## src/core/pss_pkg.sv

```systemverilog
package pss_pkg;

    // register port geometry
    localparam int PSS_ADDR_W = 5;
    localparam int PSS_DATA_W = 16;

    // register offsets on the management port
    localparam logic [4:0] PSS_BASIC_STATUS_ADDR = 5'h01;
    localparam logic [4:0] PSS_AUTONEG_EXPANSION_ADDR = 5'h06;
    localparam logic [4:0] PSS_PHY_STATUS_SUMMARY_ADDR = 5'h10;
    localparam logic [4:0] PSS_INTERRUPT_STATUS_EVENT_CONTROL_ADDR = 5'h12;
    localparam logic [4:0] PSS_FALSE_CARRIER_COUNTER_ADDR = 5'h14;
    localparam logic [4:0] PSS_RECEIVE_ERROR_COUNTER_ADDR = 5'h15;
    localparam logic [4:0] PSS_PCS_CONFIG_ADDR = 5'h16;
    localparam logic [4:0] PSS_TEN_MEG_STATUS_CONTROL_ADDR = 5'h1a;
    localparam logic [4:0] PSS_EVT_STATUS_ADDR = 5'h1d;
    localparam logic [4:0] PSS_EVT_ENABLE_ADDR = 5'h1e;
    localparam logic [4:0] PSS_EVT_CLEAR_ADDR = 5'h1f;

    // field positions inside the summary register
    localparam int PSS_RX_ERR_BIT = 13;
    localparam int PSS_POLARITY_BIT = 12;
    localparam int PSS_FALSE_CARRIER_BIT = 11;
    localparam int PSS_SIGNAL_DETECT_BIT = 10;
    localparam int PSS_DESCR_LOCK_BIT = 9;
    localparam int PSS_PAGE_RCVD_BIT = 8;
    localparam int PSS_INT_PENDING_BIT = 7;
    localparam int PSS_REMOTE_FAULT_BIT = 6;
    localparam int PSS_JABBER_BIT = 5;
    localparam int PSS_AUTONEG_DONE_BIT = 4;
    localparam int PSS_LOOPBACK_BIT = 3;

    // qualify enable inside the pcs config register
    localparam int PSS_SD_QUALIFY_BIT = 8;

    // event status layout
    localparam int PSS_EVT_W = 5;
    localparam int PSS_EVT_RX_ERR = 0;
    localparam int PSS_EVT_FALSE_CARRIER = 1;
    localparam int PSS_EVT_PAGE_RCVD = 2;
    localparam int PSS_EVT_REMOTE_FAULT = 3;
    localparam int PSS_EVT_SD_LOST = 4;

    // reset values
    localparam logic [15:0] PSS_STATUS_RESET = 16'h0000;
    localparam logic [15:0] PSS_RDATA_RESET = 16'h0000;
    localparam logic [4:0] PSS_EVT_RESET = 5'h00;
    localparam logic PSS_QUALIFY_RESET = 1'b0;

    // status sources from the rest of the transceiver
    typedef struct packed {
        logic rx_error_event;
        logic polarity_inverted;
        logic false_carrier_event;
        logic raw_signal_detect;
        logic descrambler_lock;
        logic page_received_event;
        logic interrupt_event;
        logic remote_fault_event;
        logic jabber_event;
        logic speed_10;
        logic autoneg_complete;
        logic loopback_enabled;
    } pss_src_type;

    // one management request
    typedef struct packed {
        logic [4:0] addr;
        logic [15:0] wdata;
        logic wr;
        logic rd;
    } pss_req_type;

endpackage : pss_pkg

```

## src/core/pss_status_summary.sv

```systemverilog
// What this block does
// - bit 13 latches high on any receive error and is cleared only by a read of register 15h.
// - bit 12 latches high on the inverted polarity flag and is cleared only by a read of the ten meg status register.
// - bit 11 latches high on any false carrier and is cleared only by a read of register 14h.
// - bit 10 is latch-low qualified signal detect, raw detect ANDed with lock when 16h bit 8 is set.
// - bit 9 is the descrambler lock as a latch-low bit.
// - bit 8 latches the page received flag and only a read of 06h clears it.
// - bit 7 shows a pending internal interrupt, cleared by a read of 12h.
// - bit 6 latches remote fault from the partner, cleared by a read of 01h or by reset.
// - bit 5 latches jabber in 10 Mb/s operation and a read of this register leaves it alone.
// - bit 4 reads 1 once auto-negotiation has completed.
// - bit 3 reads 1 while loopback is enabled.
//
// The address-and-strobe port was left to the implementer.
module pss_status_summary
    import pss_pkg::*;
(
    // clock and reset
    input wire logic sys_clk,
    input wire logic rst,
    // management register port
    input wire pss_req_type req,
    output logic [15:0] rdata,
    // status sources
    input wire pss_src_type src,
    // interrupt
    output logic irq
);

    logic rd_basic_status;
    logic rd_autoneg_expansion;
    logic rd_summary;
    logic rd_int_status;
    logic rd_false_carrier;
    logic rd_rx_error;
    logic rd_ten_meg;
    logic qualified_sd;
    logic qualify_reg;
    logic autoneg_done_reg;
    logic loopback_reg;
    logic sd_prev_reg;
    logic [15:0] phy_status_summary;
    logic [15:0] rdata_reg;
    logic [15:0] rdata_next;
    logic [4:0] evt_status_reg;
    logic [4:0] evt_status_next;
    logic [4:0] evt_enable_reg;
    logic [4:0] evt_raise;
    logic irq_reg;
    logic b_rx_err;
    logic b_polarity;
    logic b_false_carrier;
    logic b_sd;
    logic b_lock;
    logic b_page;
    logic b_int;
    logic b_remote_fault;
    logic b_jabber;

    // clearing reads, decoded once
    assign rd_basic_status = req.rd && (req.addr == PSS_BASIC_STATUS_ADDR);
    assign rd_autoneg_expansion = req.rd && (req.addr == PSS_AUTONEG_EXPANSION_ADDR);
    assign rd_summary = req.rd && (req.addr == PSS_PHY_STATUS_SUMMARY_ADDR);
    assign rd_int_status = req.rd && (req.addr == PSS_INTERRUPT_STATUS_EVENT_CONTROL_ADDR);
    assign rd_false_carrier = req.rd && (req.addr == PSS_FALSE_CARRIER_COUNTER_ADDR);
    assign rd_rx_error = req.rd && (req.addr == PSS_RECEIVE_ERROR_COUNTER_ADDR);
    assign rd_ten_meg = req.rd && (req.addr == PSS_TEN_MEG_STATUS_CONTROL_ADDR);

    // signal detect as the link monitor sees it
    assign qualified_sd = src.raw_signal_detect && (!qualify_reg || src.descrambler_lock);

    // latched summary bits
    pss_latch_bit #(.LATCH_LOW(1'b0)) u_rx_err (
        .sys_clk(sys_clk),
        .rst(rst),
        .src_in(src.rx_error_event),
        .clr_in(rd_rx_error),
        .q(b_rx_err)
    );

    pss_latch_bit #(.LATCH_LOW(1'b0)) u_polarity (
        .sys_clk(sys_clk),
        .rst(rst),
        .src_in(src.polarity_inverted),
        .clr_in(rd_ten_meg),
        .q(b_polarity)
    );

    pss_latch_bit #(.LATCH_LOW(1'b0)) u_false_carrier (
        .sys_clk(sys_clk),
        .rst(rst),
        .src_in(src.false_carrier_event),
        .clr_in(rd_false_carrier),
        .q(b_false_carrier)
    );

    pss_latch_bit #(.LATCH_LOW(1'b1)) u_sd (
        .sys_clk(sys_clk),
        .rst(rst),
        .src_in(qualified_sd),
        .clr_in(rd_summary),
        .q(b_sd)
    );

    pss_latch_bit #(.LATCH_LOW(1'b1)) u_lock (
        .sys_clk(sys_clk),
        .rst(rst),
        .src_in(src.descrambler_lock),
        .clr_in(rd_summary),
        .q(b_lock)
    );

    pss_latch_bit #(.LATCH_LOW(1'b0)) u_page (
        .sys_clk(sys_clk),
        .rst(rst),
        .src_in(src.page_received_event),
        .clr_in(rd_autoneg_expansion),
        .q(b_page)
    );

    pss_latch_bit #(.LATCH_LOW(1'b0)) u_int (
        .sys_clk(sys_clk),
        .rst(rst),
        .src_in(src.interrupt_event),
        .clr_in(rd_int_status),
        .q(b_int)
    );

    pss_latch_bit #(.LATCH_LOW(1'b0)) u_remote_fault (
        .sys_clk(sys_clk),
        .rst(rst),
        .src_in(src.remote_fault_event),
        .clr_in(rd_basic_status),
        .q(b_remote_fault)
    );

    // jabber only counts in 10 Mb/s; the basic status read clears it like its twin
    pss_latch_bit #(.LATCH_LOW(1'b0)) u_jabber (
        .sys_clk(sys_clk),
        .rst(rst),
        .src_in(src.jabber_event && src.speed_10),
        .clr_in(rd_basic_status),
        .q(b_jabber)
    );

    // plain level copies, registered so reads see a steady value
    always_ff @(posedge sys_clk) begin
        if (rst) begin
            autoneg_done_reg <= 1'b0;
            loopback_reg <= 1'b0;
        end else begin
            autoneg_done_reg <= src.autoneg_complete;
            loopback_reg <= src.loopback_enabled;
        end
    end

    // assembled summary; upper, lower and unused bits read as zero
    always_comb begin
        phy_status_summary = PSS_STATUS_RESET;
        phy_status_summary[PSS_RX_ERR_BIT] = b_rx_err;
        phy_status_summary[PSS_POLARITY_BIT] = b_polarity;
        phy_status_summary[PSS_FALSE_CARRIER_BIT] = b_false_carrier;
        phy_status_summary[PSS_SIGNAL_DETECT_BIT] = b_sd;
        phy_status_summary[PSS_DESCR_LOCK_BIT] = b_lock;
        phy_status_summary[PSS_PAGE_RCVD_BIT] = b_page;
        phy_status_summary[PSS_INT_PENDING_BIT] = b_int;
        phy_status_summary[PSS_REMOTE_FAULT_BIT] = b_remote_fault;
        phy_status_summary[PSS_JABBER_BIT] = b_jabber;
        phy_status_summary[PSS_AUTONEG_DONE_BIT] = autoneg_done_reg;
        phy_status_summary[PSS_LOOPBACK_BIT] = loopback_reg;
    end

    // qualify enable: the only software write that steers the summary
    always_ff @(posedge sys_clk) begin
        if (rst) begin
            qualify_reg <= PSS_QUALIFY_RESET;
        end else if (req.wr && req.addr == PSS_PCS_CONFIG_ADDR) begin
            qualify_reg <= req.wdata[PSS_SD_QUALIFY_BIT];
        end
    end

    // interrupt events; rising edges of latched bits would miss repeats, so raw pulses are used, and lost detect is the falling edge of the qualified level
    always_ff @(posedge sys_clk) begin
        if (rst) begin
            sd_prev_reg <= 1'b0;
        end else begin
            sd_prev_reg <= qualified_sd;
        end
    end

    always_comb begin
        evt_raise = PSS_EVT_RESET;
        evt_raise[PSS_EVT_RX_ERR] = src.rx_error_event;
        evt_raise[PSS_EVT_FALSE_CARRIER] = src.false_carrier_event;
        evt_raise[PSS_EVT_PAGE_RCVD] = src.page_received_event;
        evt_raise[PSS_EVT_REMOTE_FAULT] = src.remote_fault_event;
        evt_raise[PSS_EVT_SD_LOST] = sd_prev_reg && !qualified_sd;
    end

    // write-one-to-clear; a new event in the clearing cycle survives
    always_comb begin
        evt_status_next = evt_status_reg;
        if (req.wr && req.addr == PSS_EVT_CLEAR_ADDR) begin
            evt_status_next = evt_status_next & ~req.wdata[4:0];
        end
        evt_status_next = evt_status_next | evt_raise;
    end

    always_ff @(posedge sys_clk) begin
        if (rst) begin
            evt_status_reg <= PSS_EVT_RESET;
        end else begin
            evt_status_reg <= evt_status_next;
        end
    end

    always_ff @(posedge sys_clk) begin
        if (rst) begin
            evt_enable_reg <= PSS_EVT_RESET;
        end else if (req.wr && req.addr == PSS_EVT_ENABLE_ADDR) begin
            evt_enable_reg <= req.wdata[4:0];
        end
    end

    // level interrupt, one cycle behind the status it reflects
    always_ff @(posedge sys_clk) begin
        if (rst) begin
            irq_reg <= 1'b0;
        end else begin
            irq_reg <= |(evt_status_reg & evt_enable_reg);
        end
    end

    // read mux; the other registers named here live elsewhere and read as zero
    always_comb begin
        rdata_next = PSS_RDATA_RESET;
        case (req.addr)
            PSS_PHY_STATUS_SUMMARY_ADDR: begin
                rdata_next = phy_status_summary;
            end
            PSS_PCS_CONFIG_ADDR: begin
                rdata_next[PSS_SD_QUALIFY_BIT] = qualify_reg;
            end
            PSS_EVT_STATUS_ADDR: begin
                rdata_next[4:0] = evt_status_reg;
            end
            PSS_EVT_ENABLE_ADDR: begin
                rdata_next[4:0] = evt_enable_reg;
            end
            default: begin
                rdata_next = PSS_RDATA_RESET;
            end
        endcase
    end

    // data held only in the cycle after the read strobe
    always_ff @(posedge sys_clk) begin
        if (rst) begin
            rdata_reg <= PSS_RDATA_RESET;
        end else if (req.rd) begin
            rdata_reg <= rdata_next;
        end else begin
            rdata_reg <= PSS_RDATA_RESET;
        end
    end

    assign rdata = rdata_reg;
    assign irq = irq_reg;
endmodule : pss_status_summary

```

## src/core/pss_latch_bit.sv

```systemverilog
// one latching status bit: latch high on an event, or latch low on a level
module pss_latch_bit
    import pss_pkg::*;
#(
    parameter bit LATCH_LOW = 1'b0
) (
    // clock and reset
    input wire logic sys_clk,
    input wire logic rst,
    // source and clearing read
    input wire logic src_in,
    input wire logic clr_in,
    // latched value
    output logic q
);

    generate
        if (LATCH_LOW) begin : g_low
            // a clearing read reloads the live level; a drop sticks until then
            always_ff @(posedge sys_clk) begin
                if (rst) begin
                    q <= 1'b0;
                end else if (clr_in) begin
                    q <= src_in;
                end else if (!src_in) begin
                    q <= 1'b0;
                end
            end
        end else begin : g_high
            // set beats clear so an event landing on the read is kept
            always_ff @(posedge sys_clk) begin
                if (rst) begin
                    q <= 1'b0;
                end else if (src_in) begin
                    q <= 1'b1;
                end else if (clr_in) begin
                    q <= 1'b0;
                end
            end
        end
    endgenerate

endmodule : pss_latch_bit

```

## config.mk

```make
export PLATFORM = sky130hd
export DESIGN_NAME = pss_status_summary
export DESIGN_NICKNAME = d
export VERILOG_FILES = /design/src/core/pss_pkg.sv /design/src/core/pss_status_summary.sv /design/src/core/pss_latch_bit.sv
export SDC_FILE = /design/constraint.sdc
export NUM_CORES = 1
export LEC_CHECK = 0
export ABC_AREA = 1
export BUFFER_PORTS_ARGS = -buffer_cell sky130_fd_sc_hd__buf_2
export CAP_MARGIN = 25
export CORE_MARGIN = 2
export CORE_UTILIZATION = 44
export DETAILED_ROUTE_END_ITERATION = 12
export HOLD_SLACK_MARGIN = 0.05
export PLACE_DENSITY = 0.74
export SETUP_SLACK_MARGIN = 0.02
export SYNTH_ARGS = -nofsm -noshare
export SYNTH_HDL_FRONTEND = slang
export SYNTH_HIERARCHICAL = 1
export SYNTH_SLANG_ARGS = --single-unit
```

## constraint.sdc

```tcl
create_clock -name sys_clk -period 0.9 [get_ports sys_clk]
set_input_delay 0.09 -clock sys_clk [delete_from_list [all_inputs] [get_ports sys_clk]]
set_output_delay 0.09 -clock sys_clk [all_outputs]
set_load 0.03 [all_outputs]
```

==> qor.txt, run 1 <==
Final Wtd Congestion = 0.8580
average instance area after synthesis = 7.263 sq um
TritonCTS clock tree = built
area of the die = 4129 sq um
Critical Path Slowest Stage Cell = dfxtp_2
Synth area leaders = dfxtp_1 (48%), inv_1 (11%), nand2_1 (11%)
ANT nets after route = 0
number of clock buffers inserted by TritonCTS = 5
area fraction of the dominant cell type after synthesis = 47.61%
overall die width = 64.26 um
Crit Path Category = flip-flop to output port
power after layout = 2.937 mW
final routed wire length divided by cell count = 10.26 um
Crit path buffers/inverters = 1
#FFs+latches synth = 38
maximum number of pins on one net before global-route repair = 13
Detailed Route WL = 3.468 mm
largest area contributor in the netlist = dfxtp_1
type of the tightest min-delay check = primary input to flip-flop
final hold violations = 0
clock transition at the registers of the reported paths = 100 ps
unrepaired setup endpoints after global routing = yes
ports placed on the boundary = 54
root buffer selected by CTS = clkbuf_4
area of the mapped netlist = 1598 sq um
count of warnings emitted by yosys = 6
number of sinks on the clock net = 38
final setup margin = 10.53 ps
worst path cell trace = buf_6
antenna violations before repair = 0
Gate power share = 13.0%
post-layout minimum cycle time = 889.5 ps
internal power = 2.189 mW
Max FO, Critical Path = 1
first-pass GRT wire length = 5.906 mm
Final Max Slew Viols = 0
fraction of the core area covered by cells at the end of the flow = 65.64%
Overflow after GRT = 0
startpoint class of the critical path = flip-flop
violation count after the first detailed-route iteration = 56
flip-flop count of the largest register, all copies and words added = 14
number of endpoints failing setup at the final stage = 0
cell area after layout = 2242 sq um
outcome = finished, final reports clean
post-place setup slack = -172.0 ps
slowest stage delay, CP = 330 ps
remaining routing DRC violations = 0
Seq/Total Area, Yosys = 47.61%
latest clock arrival within the worst-skew pair = 340 ps
maximum clock rate = 1124 MHz
data required time of the worst path = 810 ps
antenna cell count = 0
All-Layer GR Usage = 18.57%
net switching power = 0.7473 mW
# nets final = 329
maximum resistive drop on vdd = 0.8782 mV
half-perimeter wire length of the detailed placement result = 2.577 mm
signal arrival time at the worst endpoint = 800 ps
nature of the critical path endpoint = output port
fraction of layout cells with a size suffix above 1 = 32.53%
MaxCap Viol Count = 0
PortBufs = 41
Mapped Cells = 220
Setup Skew = 7.367 ps
switching power share of the total = 25.45%
Floorplan Core Area = 3416 sq um
family with the most delay on the worst path = flip-flops
Clock power frac = 27.1%
via count of the first global-routing pass = 1407
final clock period utilization by the worst path = 98.83%
Lkg Pwr = 1.088 nW
Avg Vias per Cell = 4.609
number of buffers between clock root and the deepest sink = 2
Reg power frac = 59.9%
Layout area overhead = 40.33%
first drt pass iteration count = 4
area post-placement = 1931 sq um
number of H-tree branching levels = 2
Vert. Die Dim = 64.26 um
vias after detailed routing = 1558
number of buffers inserted by post-CTS setup repair = 0
Starting Density = 46.78%
number of rows in the core area = 21
power density normalized to cell area = 1310 nW/um^2
distinct cell type count of the synthesized netlist = 20
-- routing by layer --
layer | track usage (%) | vias to the layer above | share of wire, %
li1 | - | 801 | -
met1 | 21.66 | 703 | 42
met2 | 30.86 | 43 | 49
met3 | 4.930 | 11 | 5.4
met4 | 10.11 | 0 | 2.9
met5 | 0 | - | 0
-- synth_stat cells (all sizes together) --
master / count
conb: 1
nor3: 4
nor4: 1
nand2: 49
dfxtp: 38
buf: 5
nand4: 5
clkbuf: 2
a21oi: 21
inv: 48
nand3: 16
nor2: 30
-- through the flow --
| step | hold slack (ps) | cells | TNS (ps) |
|---|---|---|---|
| 2_1_floorplan | 152.4 | 221 | 0 |
| 3_3_place_gp | 295.0 | 316 | -1990 |
| 3_5_place_dp | 303.3 | 316 | -2506 |
| 4_1_cts | 63.00 | 338 | -34.88 |
| 5_1_grt | 55.85 | 338 | -522.6 |
| 6_report | 72.68 | 338 | 0 |
-- layout by cell type (no fill, tap or decap) --
cell,n
a21oi_1,14
a21oi_2,7
buf_2,26
buf_4,15
buf_6,15
clkbuf_4,5
clkinv_2,2
conb_1,2
dfxtp_1,22
dfxtp_2,16
dlygate4sd3_1,15
inv_1,47
inv_2,1
nand2_1,47
nand2_4,2
nand3_1,15
nand3_2,1
nand4_1,5
nor2_1,26
nor2_2,4
nor3_1,3
nor3_4,1
nor4_1,1
-- timing repair --
action / in CTS / in global routing
endpoints found under the setup margin: 15 / 16
endpoints found under the hold margin: 19 / 0
gates resized for setup: 45 / 1
hold buffers: 15 / 0
-- final timing paths --
| check | start | endpoint | slack [ps] | cells past startpoint |
|---|---|---|---|---|
| worst min-delay path | src[2] | u_jabber/q | 70 | 5 |
| worst min register to register | u_sd/q | rdata[10] | 430 | 2 |
| worst max-delay path | rdata[0] | rdata[0] | 10 | 1 |
| worst max register to register | evt_status_reg[2] | irq | 70 | 4 |
-- logic make-up after synthesis --
kind of cell    share of synthesized area [%]
compound gates                          8.223
flops                                   47.61
other cells                            0.2347
buf+inv                                 14.17
simple gates                            29.76
-- power by group through the flow --
stage / logic [mW] / clock network, mW / registers [mW]
after floorplan: 0.180 / 0 / 1.79
after global placement: 0.321 / 0 / 1.79
after detailed placement: 0.329 / 0 / 1.80
after CTS: 0.381 / 0.834 / 1.76
after global routing: 0.422 / 0.950 / 1.77
final: 0.381 / 0.797 / 1.76
-- cell type report --
type,count,area (sq um)
fill,310,1174
sequential,38,780.7
multi-input combinational,128,614.3
timing repair buffer,71,561.8
inverter,48,180.2
tap,46,57.56
clock buffer,5,37.54
clock inverter,2,10.01
Power figures use the tool's default switching activity.
==> inputs of run 2 (changes only) <==
--- a/config.mk
+++ b/config.mk
@@ -5,15 +5,16 @@
 export SDC_FILE = /design/constraint.sdc
 export NUM_CORES = 1
 export LEC_CHECK = 0
-export ABC_AREA = 1
 export BUFFER_PORTS_ARGS = -buffer_cell sky130_fd_sc_hd__buf_2
 export CAP_MARGIN = 25
 export CORE_MARGIN = 2
-export CORE_UTILIZATION = 44
+export CORE_UTILIZATION = 45
 export DETAILED_ROUTE_END_ITERATION = 12
+export GPL_TIMING_DRIVEN = 1
 export HOLD_SLACK_MARGIN = 0.05
-export PLACE_DENSITY = 0.74
+export PLACE_DENSITY = 0.75
 export SETUP_SLACK_MARGIN = 0.02
+export SLEW_MARGIN = 20
 export SYNTH_ARGS = -nofsm -noshare
 export SYNTH_HDL_FRONTEND = slang
 export SYNTH_HIERARCHICAL = 1
==> run 2 against run 1 <==
Net effect: fmax decreased by 0.15%; via count is 2.6% lower; sequential share of layout area decreased by 1.3 points; clock power is 36% higher; largest cell class is now multi-input gates; highest routed layer unchanged.
==> qor.txt, run 2 <==
area post-placement = 2037 sq um
Final Max Slew Viols = 0
area fraction of the dominant cell type after synthesis = 45.71%
Vert. Die Dim = 64.81 um
type of the tightest min-delay check = primary input to flip-flop
xor/xnor cell area share of the yosys netlist = 0%
Critical Path Slowest Stage Cell = a222oi_1
violation count after the first detailed-route iteration = 27
startpoint class of the critical path = flip-flop
ports placed on the boundary = 54
Seq/Total Area, Yosys = 45.71%
number of enable flip-flop cells after synthesis = 0
total of fill cells in the finished design = 303
Finished Layout Cells = 293
final clock period utilization by the worst path = 98.98%
Avg Vias per Cell = 5.181
distinct cell type count of the synthesized netlist = 40
area occupied by registers = 767.0 sq um
Max FO, Critical Path = 2
synthesized-area fraction occupied by and/or/nand/nor cells = 30.98%
signal arrival time at the worst endpoint = 1060 ps
via count of the first global-routing pass = 1411
root buffer selected by CTS = clkbuf_8
slowest stage delay, CP = 330 ps
antenna cell count = 0
area of the mapped netlist = 1664 sq um
half-perimeter wire length of the detailed placement result = 2.880 mm
number of sinks on the clock net = 38
# nets final = 282
top cell types by occurrence after synthesis = dfxtp_1 (38), nand3_1 (14), nand2b_1 (13)
TritonCTS clock tree = built
data required time of the worst path = 1070 ps
Setup Skew = 4.695 ps
combined area of the multi-input logic cells = 812.0 sq um
area of the die = 4200 sq um
average instance area after synthesis = 9.455 sq um
vias after detailed routing = 1518
clock transition at the registers of the reported paths = 70 ps
Post-Synth Adder-Cell Area = 0%
main combinational cell family by area after synthesis = simple AND/OR/NAND/NOR gates
Layout area overhead = 37.44%
final hold violations = 0
antenna violations before repair = 0
Lkg Pwr = 0.9778 nW
overall die width = 64.81 um
Crit Path Category = flip-flop to flip-flop
most frequently used cell type in the post-synthesis netlist = dfxtp_1
number of endpoints failing setup at the final stage = 0
fraction of registers with async set or reset after synthesis = 0%
Detailed Route WL = 3.815 mm
number of buffers between clock root and the deepest sink = 2
final routed wire length divided by cell count = 13.02 um
Synth area leaders = dfxtp_1 (46%), nand2b_1 (4.9%), nand3_1 (4.2%)
All-Layer GR Usage = 19.49%
ANT nets after route = 0
Overflow after GRT = 0
maximum number of pins on one net before global-route repair = 12
first-pass GRT wire length = 6.237 mm
most common cell after layout, fill and taps aside = buf_4
commonest cells after routing, fill and taps aside = buf_4 (37), dfxtp_1 (33), buf_2 (22), nand3_1 (14)
#FFs+latches synth = 38
Fin Setup TNS = 0 ps
number of placed instances with taps included = 277
power after layout = 3.251 mW
cell area after layout = 2287 sq um
share of the synthesized area in compound gates (AO/OA/AOI/OAI) = 16.17%
Mapped Cells = 176
MaxCap Viol Count = 0
count of warnings emitted by yosys = 6
first drt pass iteration count = 5
fraction of layout cells with a size suffix above 1 = 39.59%
Final Wtd Congestion = 0.8359
number of H-tree branching levels = 2
unrepaired setup endpoints after global routing = yes
nature of the critical path endpoint = flip-flop
outcome = finished, final reports clean
remaining routing DRC violations = 0
Post-synth top flop = dfxtp_1
Floorplan Core Area = 3606 sq um
Starting Density = 46.15%
latest clock arrival within the worst-skew pair = 290 ps
largest area contributor in the netlist = dfxtp_1
number of clock buffers inserted by TritonCTS = 5
worst path cell trace = a222oi_1 > a21oi_1
maximum resistive drop on vdd = 0.7752 mV
PortBufs = 41
maximum clock rate = 1123 MHz
flip-flop count of the largest register, all copies and words added = 14
post-layout minimum cycle time = 890.8 ps
power density normalized to cell area = 1421 nW/um^2
post-synthesis mux area share = 0%
number of rows in the core area = 22
## run 2: layout make-up
type,instances,share of cell area [%]
clock buffer,5,3.009
timing repair buffer,72,22.92
tap,48,2.626
multi-input combinational,116,35.50
inverter,12,1.969
clock inverter,2,0.4376
sequential,38,33.53
## run 2: metal layers
| metal | share of wire (%) | global-route usage [%] | routed length (um) | vias to the layer above |
|---|---|---|---|---|
| met3 | 4.6 | 5.729 | 174 | 7 |
| li1 | - | - | - | 746 |
| met2 | 48 | 31.83 | 1839 | 49 |
| met4 | 2.3 | 9.840 | 89 | 0 |
| met5 | 0 | 0 | 0 | - |
| met1 | 45 | 23.16 | 1712 | 716 |
## run 2: cell families (layout without fill, tap and decap cells)
| kind of cell | Yosys count | count (layout) |
|---|---|---|
| DFF | 38 | 38 |
| other | 1 | 2 |
| and+or+nand+nor | 77 | 77 |
| AOI/OAI and AO/OA | 37 | 37 |
| buffers and inverters | 23 | 91 |
## run 2: what timing repair did
action	4_1_cts	5_1_grt
gates resized for setup	8	40
endpoints found under the setup margin	9	19
setup buffers	0	1
pin swaps	1	7
hold buffers	8	0
hold endpoints to repair	8	0
## run 2: stage by stage
step / utilization (%) / setup slack, ps / hold WS [ps]
finish: 63.43 / 9.200 / 47.19
CTS: 61.38 / 12.35 / 51.51
floorplan: - / -16.34 / 152.4
global route: 63.43 / -63.63 / 52.88
detailed placement: 56.49 / -252.7 / 309.3
global placement: 56.49 / -217.6 / 298.7
## run 2: worst max-delay path: cells and delay by family (launching register included)
kind / cells / cell delay [ps]
flops: 1 / 320
compound gates: 2 / 450
## run 2: where the power goes
| part | switching, mW | internal (mW) | total [mW] |
|---|---|---|---|
| combinational | 0.208 | 0.205 | 0.413 |
| clock | 0.561 | 0.519 | 1.08 |
| sequential | 0.0268 | 1.73 | 1.76 |
| total | 0.796 | 2.45 | 3.25 |
## run 2: path summary, 6_finish.rpt
kind                          start                end  slack (ps)  cells past startpoint
setup / recovery  evt_status_reg[3]                irq           9                      2
hold reg to reg         sd_prev_reg  evt_status_reg[4]         450                      2
setup reg to reg  evt_status_reg[3]                irq           9                      2
hold / removal              req[10]        qualify_reg          50                      3
==> inputs of run 3 (changes only) <==
--- a/config.mk
+++ b/config.mk
@@ -12,7 +12,7 @@
 export DETAILED_ROUTE_END_ITERATION = 12
 export GPL_TIMING_DRIVEN = 1
 export HOLD_SLACK_MARGIN = 0.05
-export PLACE_DENSITY = 0.75
+export PLACE_DENSITY = 0.82
 export SETUP_SLACK_MARGIN = 0.02
 export SLEW_MARGIN = 20
 export SYNTH_ARGS = -nofsm -noshare
==> run 3 against run 2 <==
Net effect: flip-flop and latch count stayed put; worst setup slack worse by 2.1 ps; count of clock-buffer cells in the layout unchanged; cell count unchanged; critical path type unchanged; clock skew about the same; die area stayed put; routed wire length increased by 1.3%; combinational power decreased by 2%.
==> qor.txt, run 3 (synthesized netlist as in run 2, its figures left out) <==
final routed wire length divided by cell count = 13.18 um
Starting Density = 46.15%
Floorplan Core Area = 3606 sq um
signal arrival time at the worst endpoint = 1060 ps
commonest cells after routing, fill and taps aside = dfxtp_1 (32), buf_4 (32), buf_2 (25), nand3_1 (14)
outcome = finished, final reports clean
overall die width = 64.81 um
Setup Skew = 4.882 ps
flip-flop count of the largest register, all copies and words added = 14
final hold violations = 0
clock transition at the registers of the reported paths = 70 ps
number of placed instances with taps included = 277
fraction of layout cells with a size suffix above 1 = 39.59%
via count of the first global-routing pass = 1433
post-layout minimum cycle time = 892.9 ps
Critical Path Slowest Stage Cell = a222oi_1
MaxCap Viol Count = 0
launch instance of the worst register-to-register path = evt_enable_reg[3]
number of sinks on the clock net = 38
slowest stage delay, CP = 350 ps
launch point of the critical path = evt_enable_reg[3]
routed wire length on met3 = 180 um
All-Layer GR Usage = 19.77%
Layout area overhead = 38.04%
ANT nets after route = 0
final setup margin = 7.081 ps
Overflow after GRT = 0
post-place setup slack = -237.7 ps
maximum resistive drop on vdd = 0.8010 mV
first drt pass iteration count = 5
type of the tightest min-delay check = primary input to flip-flop
maximum clock rate = 1120 MHz
PortBufs = 41
worst path cell trace = a222oi_1 > a21oi_1
TritonCTS clock tree = built
Final Wtd Congestion = 0.8296
flop-to-flop setup slack = 7 ps
fraction of the core area covered by cells at the end of the flow = 63.71%
number of buffers inserted by post-CTS setup repair = 0
nature of the critical path endpoint = flip-flop
data required time of the worst path = 1060 ps
Avg Vias per Cell = 5.068
antenna cell count = 0
latest clock arrival within the worst-skew pair = 290 ps
unrepaired setup endpoints after global routing = yes
critical path capture point = irq
root buffer selected by CTS = clkbuf_8
vias after detailed routing = 1485
Crit Path Category = flip-flop to flip-flop
ports placed on the boundary = 54
maximum number of pins on one net before global-route repair = 14
number of rows in the core area = 22
number of buffers between clock root and the deepest sink = 2
half-perimeter wire length of the detailed placement result = 2.849 mm
sum of met2 wire segment lengths after detailed routing = 1.882 mm
r2r endpoint = irq
number of clock buffers inserted by TritonCTS = 5
final clock period utilization by the worst path = 99.21%
remaining routing DRC violations = 0
# nets final = 281
antenna violations before repair = 0
Finished Layout Cells = 293
Vert. Die Dim = 64.81 um
top metal layer carrying routed signals = met4
first-pass GRT wire length = 6.279 mm
number of H-tree branching levels = 2
area of the die = 4200 sq um
count of cells along the worst register-to-register path = 2
met1 layer wirelength in the final routing = 1.691 mm
violation count after the first detailed-route iteration = 73
Detailed Route WL = 3.863 mm
startpoint class of the critical path = flip-flop
Final Max Slew Viols = 0
power density normalized to cell area = 1547 nW/um^2
Max FO, Critical Path = 2
number of endpoints failing setup at the final stage = 0
Lkg Pwr = 0.9857 nW
run 3: cell count changes in the layout (fill, tap and decap cells not counted), moves of 2 or more:
cell and delta:
a21oi_1 +2, a21oi_2 -2, buf_2 +3, buf_4 -5
run 3: power breakdown:
part / internal (mW) / switching, mW / leakage (nW)
Combinational: 0.197 / 0.208 / 0.614
Sequential: 1.73 / 0.0281 / 0.314
Clock: 0.815 / 0.576 / 0.0579
run 3: final cells by class:
cell class              count  area (sq um)
fillers                   298          1309
multi-input cells         116         805.8
flip-flops and latches     38         768.2
repair buffers             71         509.2
clock buffers               5         68.82
well taps                  48         60.06
inverters                  12         45.04
clock inverters             3         40.04
run 3: what timing repair did:
action                     in CTS  in global routing
hold buffers                    8                  0
setup endpoints to repair       6                 18
gates resized for setup         5                 39
hold endpoints to repair        8                  0
pin swaps                       1                  3
run 3: layer usage:
layer	vias up	track usage, %
met4	0	10.64
met3	9	5.035
met1	678	23.24
met5	-	0
li1	746	-
met2	52	32.86
run 3: stage by stage:
stage               instance area, sq um  hold slack (ps)  total power [mW]  setup TNS [ps]
finish                              2297            55.94             3.554               0
detailed placement                  2037            308.4             2.163           -5595
global route                        2297            66.21             3.725          -38.41
CTS                                 2236            52.89             3.576               0
global placement                    2037            300.2             2.152           -4516
floorplan                           1683            152.4             1.991          -32.68
run 3: critical path: cells and delay by family (launching register included):
kind,cells,cell delay [ps]
AO/OA/AOI/OAI,2,460
flip-flops,1,320
run 3: how the worst min path moves through the flow:
stage	cells past startpoint	slack, ps	endpoint	startpoint
floorplan	1	150	u_false_carrier/q	rst
global placement	2	300	loopback_reg	src[0]
detailed placement	2	310	loopback_reg	src[0]
CTS	3	50	qualify_reg	req[10]
global route	3	70	u_rx_err/q	src[11]
finish	3	60	qualify_reg	req[10]
